===== src/include/synth_pkg.sv =====
// Purpose: Constants and types of the synthesizer programming host.
// Assumes: A 125 MHz system clock.
// Notes: Times are kept in their own unit and turned into cycles here.
package synth_pkg;
	// Clock period in ns and cycles per unit.
	localparam int CLK_PERIOD_NS = 8;
	localparam int CYC_PER_US = 1000 / CLK_PERIOD_NS;
	localparam int CYC_PER_MS = 1000000 / CLK_PERIOD_NS;
	// Waits in milliseconds.
	localparam int FIRST_SETTLE_MS = 40;
	localparam int RESETTLE_MS = 20;
	localparam int LOCK_CHECK_MS = 20;
	localparam int SWITCH_MS = 5;
	localparam int PREAMBLE_MS = 15;
	localparam int COLD_EXTRA_MS = 20;
	localparam int FIRST_SETTLE_CYC = FIRST_SETTLE_MS * CYC_PER_MS;
	localparam int RESETTLE_CYC = RESETTLE_MS * CYC_PER_MS;
	localparam int LOCK_CHECK_CYC = LOCK_CHECK_MS * CYC_PER_MS;
	localparam int SWITCH_CYC = SWITCH_MS * CYC_PER_MS;
	localparam int PREAMBLE_CYC = PREAMBLE_MS * CYC_PER_MS;
	localparam int COLD_EXTRA_CYC = COLD_EXTRA_MS * CYC_PER_MS;
	// Preamble half bit in microseconds.
	localparam int PREAMBLE_HALF_US = 104;
	localparam int PREAMBLE_HALF_CYC = PREAMBLE_HALF_US * CYC_PER_US;
	// A new lock level must hold this long to be believed.
	localparam int LOCK_QUAL_US = 20;
	localparam int LOCK_QUAL_CYC = LOCK_QUAL_US * CYC_PER_US;
	// Serial clock half period in system clocks.
	localparam int SCLK_HALF_CYC = 8;
	// Word layout.
	localparam int WORD_BITS = 19;
	localparam logic [13:0] REF_DIVIDER = 14'h06a4;
	localparam logic [15:0] BASE_DIVISION = 16'h8858;
	localparam logic [6:0] NUM_CHANNELS = 7'h32;
	localparam int PRESCALE_SHIFT = 6;
	localparam logic CHARGE_PUMP_BIT = 1'h0;
	localparam logic LOCK_SEL_BIT = 1'h0;
	localparam logic PHASE_POL_BIT = 1'h1;
	localparam logic SELECT_REF = 1'h1;
	localparam logic SELECT_DIV = 1'h0;
	// Software port offsets.
	localparam logic [3:0] CTRL_OFS = 4'h0;
	localparam logic [3:0] CHAN_OFS = 4'h4;
	localparam logic [3:0] STATUS_OFS = 4'h8;
	// Control fields.
	localparam int CTRL_POWER = 0;
	localparam int CTRL_TX = 1;
	localparam int CTRL_COLD = 2;
	// Status fields.
	localparam int ST_POWERED = 0;
	localparam int ST_READY = 1;
	localparam int ST_LOCKED = 2;
	localparam int ST_BUSY = 3;
	localparam int ST_LOCK_FAIL = 4;
	localparam int ST_REFUSED = 5;
	localparam int ST_TX_MODE = 6;
	localparam int ST_PREAMBLE = 7;
	// Values after reset.
	localparam logic [2:0] CTRL_RESET = 3'h0;
	localparam logic [6:0] CHAN_RESET = 7'h00;
	// Sequencer states.
	typedef enum logic [3:0] {
		SQ_OFF, SQ_UNPROG, SQ_SEND_REF, SQ_WAIT_REF, SQ_SEND_DIV, SQ_WAIT_DIV,
		SQ_SETTLE, SQ_RX, SQ_RX_WAIT, SQ_TX_WAIT, SQ_PREAMBLE, SQ_TX
	} seq_state_t;
	// Serial shifter states.
	typedef enum logic [1:0] {SH_IDLE, SH_LOW, SH_HIGH, SH_LATCH} shift_state_t;
endpackage : synth_pkg


===== src/include/shift_if.sv =====
// Purpose: Carries one programming word from the sequencer to the shifter.
// Assumes: Both ends run on sys_clk.
// Notes: start is taken only while busy is low.
`timescale 1ns/100ps
interface shift_if;
	logic start; // Request to send word.
	logic [18:0] word; // Sent most significant bit first.
	logic busy; // Shifter is sending.
	logic done; // One-cycle pulse in the same cycle the latch strobe falls.
	modport ctrl (output start, output word, input busy, input done);
	modport shifter (input start, input word, output busy, output done);
endinterface : shift_if


===== src/hw/serial_shifter.sv =====
// Purpose: Shifts out one 19-bit word, then strobes the latch.
// Assumes: The word need only be valid in the cycle start is taken; it is copied then.
// Notes: Data changes while the serial clock is low, so the device sees it stable.
`timescale 1ns/100ps
module serial_shifter (
	input wire logic sys_clk,
	input wire logic rst_n,
	shift_if.shifter sq,
	output logic pll_sclk,
	output logic pll_sdata,
	output logic latch_strobe
);
	synth_pkg::shift_state_t state_ff; // Present phase.
	logic [18:0] sreg_ff; // Bits still to be sent, top bit on the line.
	logic [4:0] bits_ff; // Bits already clocked.
	logic [3:0] half_ff; // Half period divider.
	logic done_ff; // Completion pulse.
	wire tick = (half_ff == 4'(synth_pkg::SCLK_HALF_CYC - 1)); // End of a half period.
	wire take = (state_ff == synth_pkg::SH_IDLE) && sq.start; // Word accepted.
	wire last = (bits_ff == 5'(synth_pkg::WORD_BITS - 1)); // Final bit is out.

	assign sq.busy = (state_ff != synth_pkg::SH_IDLE);
	assign sq.done = done_ff;

	// Divider restarts per word so every half period is full.
	always_ff @(posedge sys_clk or negedge rst_n) begin
		if (!rst_n) begin
			half_ff <= 4'h0;
		end else if (take || tick || state_ff == synth_pkg::SH_IDLE) begin
			half_ff <= 4'h0;
		end else begin
			half_ff <= half_ff + 4'h1;
		end
	end

	// Low half sets data, the rise clocks it in, then the latch pulse.
	always_ff @(posedge sys_clk or negedge rst_n) begin
		if (!rst_n) begin
			state_ff <= synth_pkg::SH_IDLE;
			sreg_ff <= 19'h00000;
			bits_ff <= 5'h00;
			pll_sclk <= 1'b0;
			pll_sdata <= 1'b0;
			latch_strobe <= 1'b0;
			done_ff <= 1'b0;
		end else begin
			done_ff <= 1'b0;
			case (state_ff)
				synth_pkg::SH_IDLE: begin
					if (take) begin
						sreg_ff <= sq.word;
						pll_sdata <= sq.word[18];
						bits_ff <= 5'h00;
						state_ff <= synth_pkg::SH_LOW;
					end
				end
				synth_pkg::SH_LOW: begin
					if (tick) begin
						pll_sclk <= 1'b1;
						state_ff <= synth_pkg::SH_HIGH;
					end
				end
				synth_pkg::SH_HIGH: begin
					if (tick) begin
						pll_sclk <= 1'b0;
						if (last) begin
							latch_strobe <= 1'b1;
							state_ff <= synth_pkg::SH_LATCH;
						end else begin
							sreg_ff <= {sreg_ff[17:0], 1'b0};
							pll_sdata <= sreg_ff[17];
							bits_ff <= bits_ff + 5'h01;
							state_ff <= synth_pkg::SH_LOW;
						end
					end
				end
				synth_pkg::SH_LATCH: begin
					if (tick) begin
						latch_strobe <= 1'b0;
						done_ff <= 1'b1;
						state_ff <= synth_pkg::SH_IDLE;
					end
				end
				default: begin
					state_ff <= synth_pkg::SH_IDLE;
				end
			endcase
		end
	end
endmodule : serial_shifter


===== src/hw/lock_qualifier.sv =====
// Purpose: Synchronises the lock indicator and filters its early chatter.
// Assumes: The indicator is asynchronous to sys_clk.
// Notes: Both edges must hold for the qualify time, which delays loss of lock too.
`timescale 1ns/100ps
module lock_qualifier (
	input wire logic sys_clk,
	input wire logic rst_n,
	input wire logic lock_raw,
	output logic lock_ok
);
	logic meta_ff; // First synchroniser stage, read only by the second.
	logic sync_ff; // Second synchroniser stage.
	logic [11:0] cnt_ff; // Time the synced level has differed.
	wire differs = (sync_ff != lock_ok); // Candidate new level.
	wire held = (cnt_ff == 12'(synth_pkg::LOCK_QUAL_CYC - 1)); // Held long enough.

	// Two-stage synchroniser.
	always_ff @(posedge sys_clk or negedge rst_n) begin
		if (!rst_n) begin
			meta_ff <= 1'b0;
			sync_ff <= 1'b0;
		end else begin
			meta_ff <= lock_raw;
			sync_ff <= meta_ff;
		end
	end

	// Any return to the old level restarts the count, so glitches never pass.
	always_ff @(posedge sys_clk or negedge rst_n) begin
		if (!rst_n) begin
			cnt_ff <= 12'h000;
			lock_ok <= 1'b0;
		end else if (!differs) begin
			cnt_ff <= 12'h000;
		end else if (held) begin
			cnt_ff <= 12'h000;
			lock_ok <= sync_ff;
		end else begin
			cnt_ff <= cnt_ff + 12'h001;
		end
	end
endmodule : lock_qualifier


===== src/hw/synth_host_ctrl.sv =====
// Purpose: Host controller that powers, programs and switches the radio module.
// Assumes: Software uses the plain register port; pins face the module directly.
// Notes: Long waits are parameters so a simulation can shorten them.
// Operation
// Device clocks data on serial rising edge.
// Latch strobe stays low while shifting.
// Latch strobe rise loads selected latch.
// Reference and divider words any order.
// Reference word carries phase polarity one.
// Ports inactive first, then module power.
// Wait 40 ms after first programming.
// Wait 20 ms after later programming.
// Reprogram channel only in receive mode.
// Receive switch, same channel: 5 ms.
// Transmit switch, preset channel: 5 ms.
// Check lock high 20 ms after change.
// Qualify lock indicator against glitches.
// Send alternating preamble 15 ms after transmit.
// Allow extra 20 ms receive delay cold.
// Fifty channels, one division step each.
// Reference counter programmed to 1700.
// Division ratio is offset VCO over rate.
// First entry ratio 34904, counters 545/24.
// Swallow wraps at 63 into next counter.
// Charge pump and lock output bits zero.
// Lock indicator high means locked.
// Selects active low, one at a time.
// Nineteen bits MSB first, then one strobe.
//
// The placing of the registers and strobed register access are this design's own decisions.
`timescale 1ns/100ps
module synth_host_ctrl #(
	parameter int FIRST_SETTLE_CYC = synth_pkg::FIRST_SETTLE_CYC,
	parameter int RESETTLE_CYC = synth_pkg::RESETTLE_CYC,
	parameter int LOCK_CHECK_CYC = synth_pkg::LOCK_CHECK_CYC,
	parameter int SWITCH_CYC = synth_pkg::SWITCH_CYC,
	parameter int PREAMBLE_CYC = synth_pkg::PREAMBLE_CYC,
	parameter int COLD_EXTRA_CYC = synth_pkg::COLD_EXTRA_CYC,
	parameter int PREAMBLE_HALF_CYC = synth_pkg::PREAMBLE_HALF_CYC
) (
	input wire logic sys_clk,
	input wire logic rstn,
	input wire logic [3:0] addr,
	input wire logic [31:0] wdata,
	input wire logic wr,
	input wire logic rd,
	output logic [31:0] rdata,
	input wire logic tx_bit,
	output logic pll_sclk,
	output logic pll_sdata,
	output logic latch_strobe,
	input wire logic lock_indicator,
	output logic tx_select_n,
	output logic rx_select_n,
	output logic power_en,
	output logic transmit_data_in
);
	logic rst_meta_ff; // Reset release, first stage.
	logic rst_n; // Released reset used by all logic.
	synth_pkg::seq_state_t state_ff; // Sequencer state.
	synth_pkg::seq_state_t nxt_state; // Its next value.
	logic [2:0] ctrl_ff; // Power, transmit and cold requests.
	logic [6:0] chan_ff; // Channel index to program.
	logic pend_ff; // A channel change is waiting.
	logic first_ff; // Next settle is the first since power-on.
	logic lock_fail_ff; // Lock was low at the check point.
	logic refused_ff; // A channel write was refused.
	logic [23:0] elapsed_ff; // Cycles in the present state.
	logic [14:0] pre_cnt_ff; // Preamble half-bit divider.
	logic pre_bit_ff; // Present preamble level.
	logic lock_ok; // Qualified lock level.
	logic [31:0] rd_mux; // Read value before its register.
	shift_if sq (); // Word hand-over to the shifter.

	// Reset asserts at once and releases through two flip-flops.
	always_ff @(posedge sys_clk or negedge rstn) begin
		if (!rstn) begin
			rst_meta_ff <= 1'b0;
			rst_n <= 1'b0;
		end else begin
			rst_meta_ff <= 1'b1;
			rst_n <= rst_meta_ff;
		end
	end

	// Reference word: operation bits at its head, then a spare zero.
	wire [15:0] division = synth_pkg::BASE_DIVISION + {9'h000, chan_ff};
	wire [10:0] prog_cnt = {1'b0, division[15:synth_pkg::PRESCALE_SHIFT]};
	wire [6:0] swallow_cnt = {1'b0, division[5:0]};
	wire [18:0] ref_word = {synth_pkg::CHARGE_PUMP_BIT, synth_pkg::LOCK_SEL_BIT,
		synth_pkg::PHASE_POL_BIT, 1'b0, synth_pkg::REF_DIVIDER,
		synth_pkg::SELECT_REF};
	wire [18:0] div_word = {prog_cnt, swallow_cnt, synth_pkg::SELECT_DIV};
	assign sq.word = (state_ff == synth_pkg::SQ_SEND_DIV) ? div_word : ref_word;
	assign sq.start = (state_ff == synth_pkg::SQ_SEND_REF) ||
		(state_ff == synth_pkg::SQ_SEND_DIV);

	// Register decode.
	wire wr_ctrl = wr && (addr == synth_pkg::CTRL_OFS);
	wire wr_chan = wr && (addr == synth_pkg::CHAN_OFS);
	wire wr_stat = wr && (addr == synth_pkg::STATUS_OFS);
	wire chan_ok = (wdata[6:0] < synth_pkg::NUM_CHANNELS) && (wdata[31:7] == 25'h0);
	wire tx_side = (state_ff == synth_pkg::SQ_TX_WAIT) ||
		(state_ff == synth_pkg::SQ_PREAMBLE) || (state_ff == synth_pkg::SQ_TX);
	wire powered = (state_ff != synth_pkg::SQ_OFF);
	wire chan_take = wr_chan && chan_ok && !tx_side && powered;
	wire chan_refuse = wr_chan && !chan_take;
	wire settled = (state_ff == synth_pkg::SQ_RX) || (state_ff == synth_pkg::SQ_TX);
	wire busy = !settled && powered && (state_ff != synth_pkg::SQ_UNPROG);
	wire power_req = ctrl_ff[synth_pkg::CTRL_POWER];
	wire tx_req = ctrl_ff[synth_pkg::CTRL_TX];
	wire cold = ctrl_ff[synth_pkg::CTRL_COLD];

	// Wait targets, as last-cycle counts of the state timer.
	wire [23:0] settle_end = first_ff ? 24'(FIRST_SETTLE_CYC - 1) :
		24'(RESETTLE_CYC - 1);
	wire [23:0] rx_end = cold ? 24'(SWITCH_CYC + COLD_EXTRA_CYC - 1) :
		24'(SWITCH_CYC - 1);
	wire at_check = (state_ff == synth_pkg::SQ_SETTLE) &&
		(elapsed_ff == 24'(LOCK_CHECK_CYC - 1));
	wire lock_miss = at_check && !lock_ok;

	// Sequencer next state.
	always_comb begin
		nxt_state = state_ff;
		case (state_ff)
			synth_pkg::SQ_OFF: begin
				// Selects were already inactive; only now is power applied.
				if (power_req) begin
					nxt_state = synth_pkg::SQ_UNPROG;
				end
			end
			synth_pkg::SQ_UNPROG: begin
				if (!power_req) begin
					nxt_state = synth_pkg::SQ_OFF;
				end else if (pend_ff) begin
					nxt_state = synth_pkg::SQ_SEND_REF;
				end
			end
			synth_pkg::SQ_SEND_REF: begin
				if (!sq.busy) begin
					nxt_state = synth_pkg::SQ_WAIT_REF;
				end
			end
			synth_pkg::SQ_WAIT_REF: begin
				if (sq.done) begin
					nxt_state = synth_pkg::SQ_SEND_DIV;
				end
			end
			synth_pkg::SQ_SEND_DIV: begin
				if (!sq.busy) begin
					nxt_state = synth_pkg::SQ_WAIT_DIV;
				end
			end
			synth_pkg::SQ_WAIT_DIV: begin
				if (sq.done) begin
					nxt_state = synth_pkg::SQ_SETTLE;
				end
			end
			synth_pkg::SQ_SETTLE: begin
				if (elapsed_ff == settle_end) begin
					nxt_state = synth_pkg::SQ_RX;
				end
			end
			synth_pkg::SQ_RX: begin
				// A waiting channel change beats a switch to transmit.
				if (!power_req) begin
					nxt_state = synth_pkg::SQ_OFF;
				end else if (pend_ff) begin
					nxt_state = synth_pkg::SQ_SEND_REF;
				end else if (tx_req) begin
					nxt_state = synth_pkg::SQ_TX_WAIT;
				end
			end
			synth_pkg::SQ_TX_WAIT: begin
				if (elapsed_ff == 24'(SWITCH_CYC - 1)) begin
					nxt_state = synth_pkg::SQ_PREAMBLE;
				end
			end
			synth_pkg::SQ_PREAMBLE: begin
				if (elapsed_ff == 24'(PREAMBLE_CYC - 1)) begin
					nxt_state = synth_pkg::SQ_TX;
				end
			end
			synth_pkg::SQ_TX: begin
				if (!tx_req || !power_req) begin
					nxt_state = synth_pkg::SQ_RX_WAIT;
				end
			end
			synth_pkg::SQ_RX_WAIT: begin
				if (elapsed_ff == rx_end) begin
					nxt_state = synth_pkg::SQ_RX;
				end
			end
			default: begin
				nxt_state = synth_pkg::SQ_OFF;
			end
		endcase
	end

	// Sequencer state and per-state timer.
	always_ff @(posedge sys_clk or negedge rst_n) begin
		if (!rst_n) begin
			state_ff <= synth_pkg::SQ_OFF;
			elapsed_ff <= 24'h000000;
		end else begin
			state_ff <= nxt_state;
			elapsed_ff <= (nxt_state != state_ff) ? 24'h000000 : elapsed_ff + 24'h000001;
		end
	end

	// Mode pins follow the next state, so they change with it.
	wire nxt_tx = (nxt_state == synth_pkg::SQ_TX_WAIT) ||
		(nxt_state == synth_pkg::SQ_PREAMBLE) || (nxt_state == synth_pkg::SQ_TX);
	wire nxt_on = (nxt_state != synth_pkg::SQ_OFF);
	always_ff @(posedge sys_clk or negedge rst_n) begin
		if (!rst_n) begin
			tx_select_n <= 1'b1;
			rx_select_n <= 1'b1;
			power_en <= 1'b0;
		end else begin
			tx_select_n <= !(nxt_on && nxt_tx);
			rx_select_n <= !(nxt_on && !nxt_tx);
			power_en <= nxt_on;
		end
	end

	// Control and channel registers; a channel write queues a change.
	always_ff @(posedge sys_clk or negedge rst_n) begin
		if (!rst_n) begin
			ctrl_ff <= synth_pkg::CTRL_RESET;
			chan_ff <= synth_pkg::CHAN_RESET;
			pend_ff <= 1'b0;
		end else begin
			ctrl_ff <= wr_ctrl ? wdata[2:0] : ctrl_ff;
			chan_ff <= chan_take ? wdata[6:0] : chan_ff;
			// A write in the cycle the old one is taken stays pending.
			pend_ff <= chan_take || (pend_ff && state_ff != synth_pkg::SQ_SEND_REF &&
				powered);
		end
	end

	// Sticky flags, cleared by writing one, and the first-settle marker; a new event wins over the clear.
	always_ff @(posedge sys_clk or negedge rst_n) begin
		if (!rst_n) begin
			lock_fail_ff <= 1'b0;
			refused_ff <= 1'b0;
			first_ff <= 1'b1;
		end else begin
			lock_fail_ff <= lock_miss || (lock_fail_ff && !(wr_stat && wdata[4]));
			refused_ff <= chan_refuse || (refused_ff && !(wr_stat && wdata[5]));
			first_ff <= !powered || (first_ff && nxt_state != synth_pkg::SQ_RX);
		end
	end

	// Preamble toggles each half bit; payload passes only once in transmit.
	always_ff @(posedge sys_clk or negedge rst_n) begin
		if (!rst_n) begin
			pre_cnt_ff <= 15'h0000;
			pre_bit_ff <= 1'b1;
			transmit_data_in <= 1'b0;
		end else begin
			if (state_ff != synth_pkg::SQ_PREAMBLE) begin
				pre_cnt_ff <= 15'h0000;
				pre_bit_ff <= 1'b1;
			end else if (pre_cnt_ff == 15'(PREAMBLE_HALF_CYC - 1)) begin
				pre_cnt_ff <= 15'h0000;
				pre_bit_ff <= !pre_bit_ff;
			end else begin
				pre_cnt_ff <= pre_cnt_ff + 15'h0001;
			end
			transmit_data_in <= nxt_tx && (state_ff == synth_pkg::SQ_PREAMBLE ? pre_bit_ff :
				state_ff == synth_pkg::SQ_TX && tx_bit);
		end
	end

	// Read data stand for one cycle after the strobe, zero otherwise.
	wire [7:0] status = {state_ff == synth_pkg::SQ_PREAMBLE, tx_side, refused_ff,
		lock_fail_ff, busy, lock_ok, settled, powered};
	always_comb begin
		rd_mux = 32'h00000000;
		case (addr)
			synth_pkg::CTRL_OFS: rd_mux = {29'h0, ctrl_ff};
			synth_pkg::CHAN_OFS: rd_mux = {25'h0, chan_ff};
			synth_pkg::STATUS_OFS: rd_mux = {24'h0, status};
			default: rd_mux = 32'h00000000;
		endcase
	end
	always_ff @(posedge sys_clk or negedge rst_n) begin
		if (!rst_n) begin
			rdata <= 32'h00000000;
		end else begin
			rdata <= rd ? rd_mux : 32'h00000000;
		end
	end

	// Serial port to the synthesizer.
	serial_shifter u_shift (
		.sys_clk(sys_clk),
		.rst_n(rst_n),
		.sq(sq.shifter),
		.pll_sclk(pll_sclk),
		.pll_sdata(pll_sdata),
		.latch_strobe(latch_strobe)
	);

	// Lock indicator conditioning.
	lock_qualifier u_lock (
		.sys_clk(sys_clk),
		.rst_n(rst_n),
		.lock_raw(lock_indicator),
		.lock_ok(lock_ok)
	);
endmodule : synth_host_ctrl


===== config.mk =====
export PLATFORM = sky130hd
export DESIGN_NAME = synth_host_ctrl
export DESIGN_NICKNAME = d
export VERILOG_FILES = /design/src/include/synth_pkg.sv /design/src/include/shift_if.sv /design/src/hw/serial_shifter.sv /design/src/hw/lock_qualifier.sv /design/src/hw/synth_host_ctrl.sv
export SDC_FILE = /design/constraint.sdc
export NUM_CORES = 1
export LEC_CHECK = 0
export CORE_MARGIN = 8
export CORE_UTILIZATION = 55
export DETAILED_ROUTE_END_ITERATION = 6
export DONT_BUFFER_PORTS = 1
export PLACE_DENSITY = 0.79
export SETUP_SLACK_MARGIN = 0.3
export SYNTH_ARGS = -nofsm -noshare
export SYNTH_HDL_FRONTEND = slang
export SYNTH_SLANG_ARGS = --single-unit

===== constraint.sdc =====
create_clock -name sys_clk -period 7.3 [get_ports sys_clk]
set_clock_uncertainty 0.2 [all_clocks]
set_input_delay 0.73 -clock sys_clk [delete_from_list [all_inputs] [get_ports sys_clk]]
set_output_delay 0.73 -clock sys_clk [all_outputs]
set_load 0.005 [all_outputs]

* Word-level counts from Yosys, hierarchy flattened *
Cells that the tools add are included.

operators by class
  order comparisons = 1
  add/subtract/negate cells = 6
  eq/ne operators = 40
  muxes and demuxes = 56
  reductions and logical operators = 66

operators by type and width
  kind                                                                     count
  18-bit two-way mux                                                       4
  4-bit two-way mux                                                        16
  4-bit one-hot mux with 12 select lines                                   1
  18-bit one-hot mux with 2 select lines                                   1
  4-bit equality test, second input constant                               8
  15-bit two-way mux                                                       2
  25-bit zero test                                                         1
  24-bit by 1-bit adder with 24-bit output, second input constant          1
  24-bit by 20-bit equality test with 1-bit output, second input constant  1
  24-bit by 21-bit equality test with 1-bit output, second input constant  1
  24-bit by 22-bit equality test with 1-bit output                         1
  24-bit by 22-bit equality test with 1-bit output, second input constant  1
  24-bit by 23-bit equality test with 1-bit output                         1
  4-bit by 3-bit equality test with 1-bit output, second input constant    6
  1-bit logical AND                                                        24
  12-bit two-way mux                                                       2
  24-bit two-way mux                                                       1
  8-bit one-hot mux with 3 select lines                                    1
  23-bit two-way mux                                                       1
  22-bit two-way mux                                                       1
  16-bit by 7-bit adder with 16-bit output, first input constant           1
  15-bit by 1-bit adder with 15-bit output, second input constant          1
  15-bit by 14-bit equality test with 1-bit output, second input constant  1
  5-bit two-way mux                                                        3
  33 further kinds                                                         88

storage, ports and cells
  register bits after elaboration = 120
  input bits = 42
  output and inout bits = 39

* Longest topological paths before layout *
  depth in word-level cells = 10
  mapped depth = 8
  gate-level depth less buffers = 7

* By module *
Synthesis repeated with hierarchy kept, for this count alone.

unflattened totals
  cell total of the unflattened synthesis = 668
  area, all modules = 6792.8 um^2

modules (own cells, without submodules)
  module           instances  cells an instance  area each (um^2)  seq. area each (um^2)
  synth_host_ctrl  1          471                4296.6            1806.7
  serial_shifter   1          131                1778.0            825.8
  lock_qualifier   1          66                 718.2             375.4

* Worst setup path after synthesis *
OpenSTA, ideal clock, no wires.

  path type = input-to-reg
  start point = input port addr[3]
  end point = register chan_ff[1]
  path buffers = 2
  arrival = 2.339 ns
  setup time = 0.125 ns
  stages = 7
  data required time = 6.975 ns
  setup slack = 4.637 ns
  path through = clkbuf_1 nor2b_2 nor3b_2 nand2_1 nor4_1 buf_2 mux2_2

on the way
  word-level cells in the longest chain between the ends = 5

ends and longest elaborated chain
  element                                         RTL line                RTL
  from (decl)                                     synth_host_ctrl.sv:43   input wire logic [3:0] addr,
  4-bit by 3-bit equality test with 1-bit output  synth_host_ctrl.sv:100  wire wr_chan = wr && (addr == synth_pkg::CHAN_OFS);
  1-bit logical AND                               synth_host_ctrl.sv:100
  1-bit logical AND (3 in series)                 synth_host_ctrl.sv:106  wire chan_take = wr_chan && chan_ok && !tx_side && powered;
  to (signal assigned)                            synth_host_ctrl.sv:232  chan_ff <= synth_pkg::CHAN_RESET;
  to (signal assigned)                            synth_host_ctrl.sv:236  chan_ff <= chan_take ? wdata[6:0] : chan_ff;
  to (decl)                                       synth_host_ctrl.sv:63   logic [6:0] chan_ff;

Every way passes these cells.
A chain may end at the register's enable or synchronous reset.

* Worst setup path after layout *
  start point = register state_ff[0]
  end point = register u_shift.sreg_ff[7]

on the way
  word-level cells in the longest chain between the ends = 5

ends and longest elaborated chain
  element                                                                                                                  RTL line                                      RTL
  from (decl)                                                                                                              synth_host_ctrl.sv:60                         synth_pkg::seq_state_t state_ff;
  from (signal assigned)                                                                                                   synth_host_ctrl.sv:204                        state_ff <= synth_pkg::SQ_OFF;
  from (signal assigned)                                                                                                   synth_host_ctrl.sv:207                        state_ff <= nxt_state;
  4-bit by 2-bit equality test with 1-bit output / 4-bit by 3-bit equality test with 1-bit output (equally long branches)  synth_host_ctrl.sv:95, synth_host_ctrl.sv:96
  1-bit logical OR (*)                                                                                                     synth_host_ctrl.sv:95                         assign sq.start = (state_ff == synth_pkg::SQ_SEND_REF) ||
  1-bit logical AND (*)                                                                                                    serial_shifter.sv:19                          wire take = (state_ff == synth_pkg::SH_IDLE) && sq.start;
  2-bit by 1-bit != test with 1-bit output (no source line) (*)                                                            -
  4-bit AND reduction (no source line) (*)                                                                                 -
  to (signal assigned)                                                                                                     serial_shifter.sv:51                          sreg_ff <= sq.word;
  to (signal assigned)                                                                                                     serial_shifter.sv:70                          sreg_ff <= {sreg_ff[17:0], 1'b0};
  to (decl)                                                                                                                serial_shifter.sv:14                          logic [18:0] sreg_ff;

Every way passes the cells marked *; elsewhere a longest branch is shown, timed or not.

==> run_results.csv <==
group,metric,value,unit
placed_design,placed_cell_area,0.00625,mm^2
route,drc,0,
timing,fin_crit,2.88,ns
timing,rsz0062_at_grt,"false",
timing,setup_viol,0,
floorplan,start_util,0.557,
timing,period_share,0.394,
logic_synthesis,synthArstFlopShare,1.00,
floorplan,io_pins,81,
cts,insertion_delay,0.41,ns
timing,fin_setup_tns,0,ns
route,dr_total_vias,4743,
critical_path,worst_ep_arrival_time,2.97,ns
logic_synthesis,synth_cell_types,60,
global_routing,gr-total-overflow,0,
cts,cts_tree,"built",
logic_synthesis,ys_ff_latch,120,
placed_design,gp_congestion,0.922,
critical_path,crit_required,7.39,ns
cts,h-tree-depth,4,
cts,cts_buffers,17,
route,via_per_inst,6.00,
route,dr.max_layer_used,"met5",
cells_and_area,areaGrowthSynthToFinish,9.86,%
route,wirelength,13900,um
critical_path,critPathLaunchType,"flip-flop",
cells_and_area,layout-drive-gt1-share,0.123,
cts,ctsResizeCount,0,
cells_and_area,n_antenna_cell,0,
global_routing,grt_pass1_vias,4881,
timing,finalHoldViolations,0,
cells_and_area,seq_area,0.00301,mm^2
pwr,power.density,251,mW/mm^2
floorplan,fp.dieW,123,um
cts,clockBufferDepth,2,
critical_path,endpoint_kind,"flip-flop",
pwr,irDropWorstVdd,0.000208,V
timing,worstMarginPinSlew,0.999,ns
route,routedWlPerCell,17.5,um
timing,hold_ws,0.145,ns
route,drtPass1Iterations,6,
logic_synthesis,synth_most_common_cell,"dfrtp_1",
timing,max_freq,347,MHz
logic_synthesis,netlist_top_cells_count,"dfrtp_1 (116), nor2_1 (71), nand2_1 (57)",
route,antenna_left,0,
route,met2_wirelength,6870,um
timing,slew_violations,0,
cells_and_area,fill_cells,872,
floorplan,dieArea,0.0151,mm^2
global_routing,grt.total_usage,0.193,
outcome,status,"finished clean",
job,max_cap_viol_count,0,
floorplan,rows,39,
critical_path,rrSetupSlack,4.42,ns
critical_path,critical_path_class,"reg -> reg",
cells_and_area,final_area,0.00690,mm^2
cells_and_area,fin_nets,684,
min_path,holdCritPathClass,"in -> reg",
placed_design,port_buffers,0,
cts,clockRootBuffer,"clkbuf_16",
floorplan,die_h,123,um
route,wl_met3,1040,um
global_routing,grt_pass1_wl,23300,um
timing,maxSlewHeadroom,0.332,
logic_synthesis,synthCells,640,
cells_and_area,multi_input_area,0.00298,mm^2
critical_path,critPathMaxFanout,34,
logic_synthesis,syn_area_per_cell,9.81,um^2
floorplan,core_area,0.0113,mm^2
route,drt-met1-wl,5650,um
logic_synthesis,ys_seq_area_frac,0.479,
placed_design,dp_hpwl,9600,um
logic_synthesis,synth_top_area_frac,0.462,
cells_and_area,instances_no_fill,791,
global_routing,grt_max_degree,74,
logic_synthesis,synth.area.top_cells,"dfrtp_1 (46%), xor2_1 (4.9%), nor2_1 (4.2%)",
logic_synthesis,yosys_warnings,0,
logic_synthesis,ys.flop_type,"dfrtp_1",
pwr,power.leakage,2.98,nW
global_routing,antenna_found_initial,1,
logic_synthesis,synth_edf_count,0,
logic_synthesis,syn_area,0.00628,mm^2
logic_synthesis,synth_top_area_cell,"dfrtp_1",
route,drtIter0Drc,500,
cts,clkTransAtPathRegs,0.05,ns
cts,cts_sinks,120,
placed_design,dpl.cell_count,758,
## layout by cell type, fill, tap and decap left out, types with 4 or more instances in the layout
cell / instances
nand4_1: 21
dfrtp_1: 115
nand2_1: 57
o211ai_1: 4
and2_1: 6
nor4_1: 12
xor2_1: 35
mux2_2: 9
clkinv_2: 4
nor3_2: 21
nor3_1: 12
conb_1: 25
nor2b_1: 5
clkbuf_8: 5
o21ai_0: 33
dfstp_2: 4
nand3_1: 31
a22oi_1: 5
inv_1: 14
clkbuf_16: 17
xnor2_1: 20
nor2_1: 71
and3_1: 16
nor4bb_1: 6
ha_1: 7
bufinv_16: 4
a22o_1: 5
nand2b_1: 7
a21oi_1: 15
buf_4: 4
a211oi_1: 4
## cell type report
cell class | count | share of cell area
well taps | 143 | 0.0259
flip-flops and latches | 120 | 0.436
clock buffers | 24 | 0.0727
multi-input cells | 477 | 0.431
repair buffers | 5 | 0.00580
inverters | 14 | 0.00762
clock inverters | 8 | 0.0203
## cells by family after synthesis
kind of cell,synth area share
other,0.00120
AND/OR/NAND/NOR,0.259
XOR/XNOR,0.0767
buffers and inverters,0.0612
flip-flops,0.479
adder cells (fa/ha/maj),0.0139
multiplexers,0.0215
AO/OA/AOI/OAI,0.0875
## critical path: stages, from the launching register on
cell and delay, ns:
dfrtp_1 0.56, or3_1 0.46, o2bb2ai_1 0.27, nand3_1 0.75, a22o_1 0.51
## state kept, by name, summed over array words and instances (netlist names), 4 cells and up
register and cells:
u_shift.half_ff 4, u_lock.cnt_ff 12, state_ff 4, u_shift.sreg_ff 18, pre_cnt_ff 15, rdata 8
chan_ff 7, elapsed_ff 24, u_shift.bits_ff 5
## metrics by stage
stage | util | power [W] | setup WS [ns]
after global routing | 0.612 | 0.00180 | 4.14
after floorplan | - | 0.000830 | 3.52
after CTS | 0.612 | 0.00174 | 4.44
final | 0.612 | 0.00173 | 4.42
after global placement | 0.554 | 0.000837 | 4.61
after detailed placement | 0.554 | 0.000841 | 4.46
## worst paths after layout
check                               start  cells after the start                  to
max reg2reg                   state_ff[0]                      4  u_shift.sreg_ff[7]
max                           state_ff[0]                      4  u_shift.sreg_ff[7]
min reg2reg                u_lock.meta_ff                      0      u_lock.sync_ff
min in group asynchronous           rst_n                      0      elapsed_ff[23]
max in group asynchronous           rst_n                      1          refused_ff
min                        lock_indicator                      0      u_lock.meta_ff
## per-layer routing
layer  up-vias  global-route usage
met1      2291               0.236
met5         -                   0
met3        44              0.0474
li1       2195                   -
met2       211               0.321
met4         2              0.0815
## power by group
| group | total (W) | internal [W] | switching, W | leakage [nW] |
|---|---|---|---|---|
| Combinational | 0.000108 | 0.0000415 | 0.0000663 | 1.08 |
| Sequential | 0.000724 | 0.000688 | 0.0000359 | 1.58 |
| Clock | 0.000901 | 0.000614 | 0.000287 | 0.320 |
## timing repair
item | 4_1_cts | 5_1_grt
hold endpoints to repair | 2 | 0
setup buffers | 0 | 0
hold buffers | 1 | 0
(Power assumes the default switching activity.)
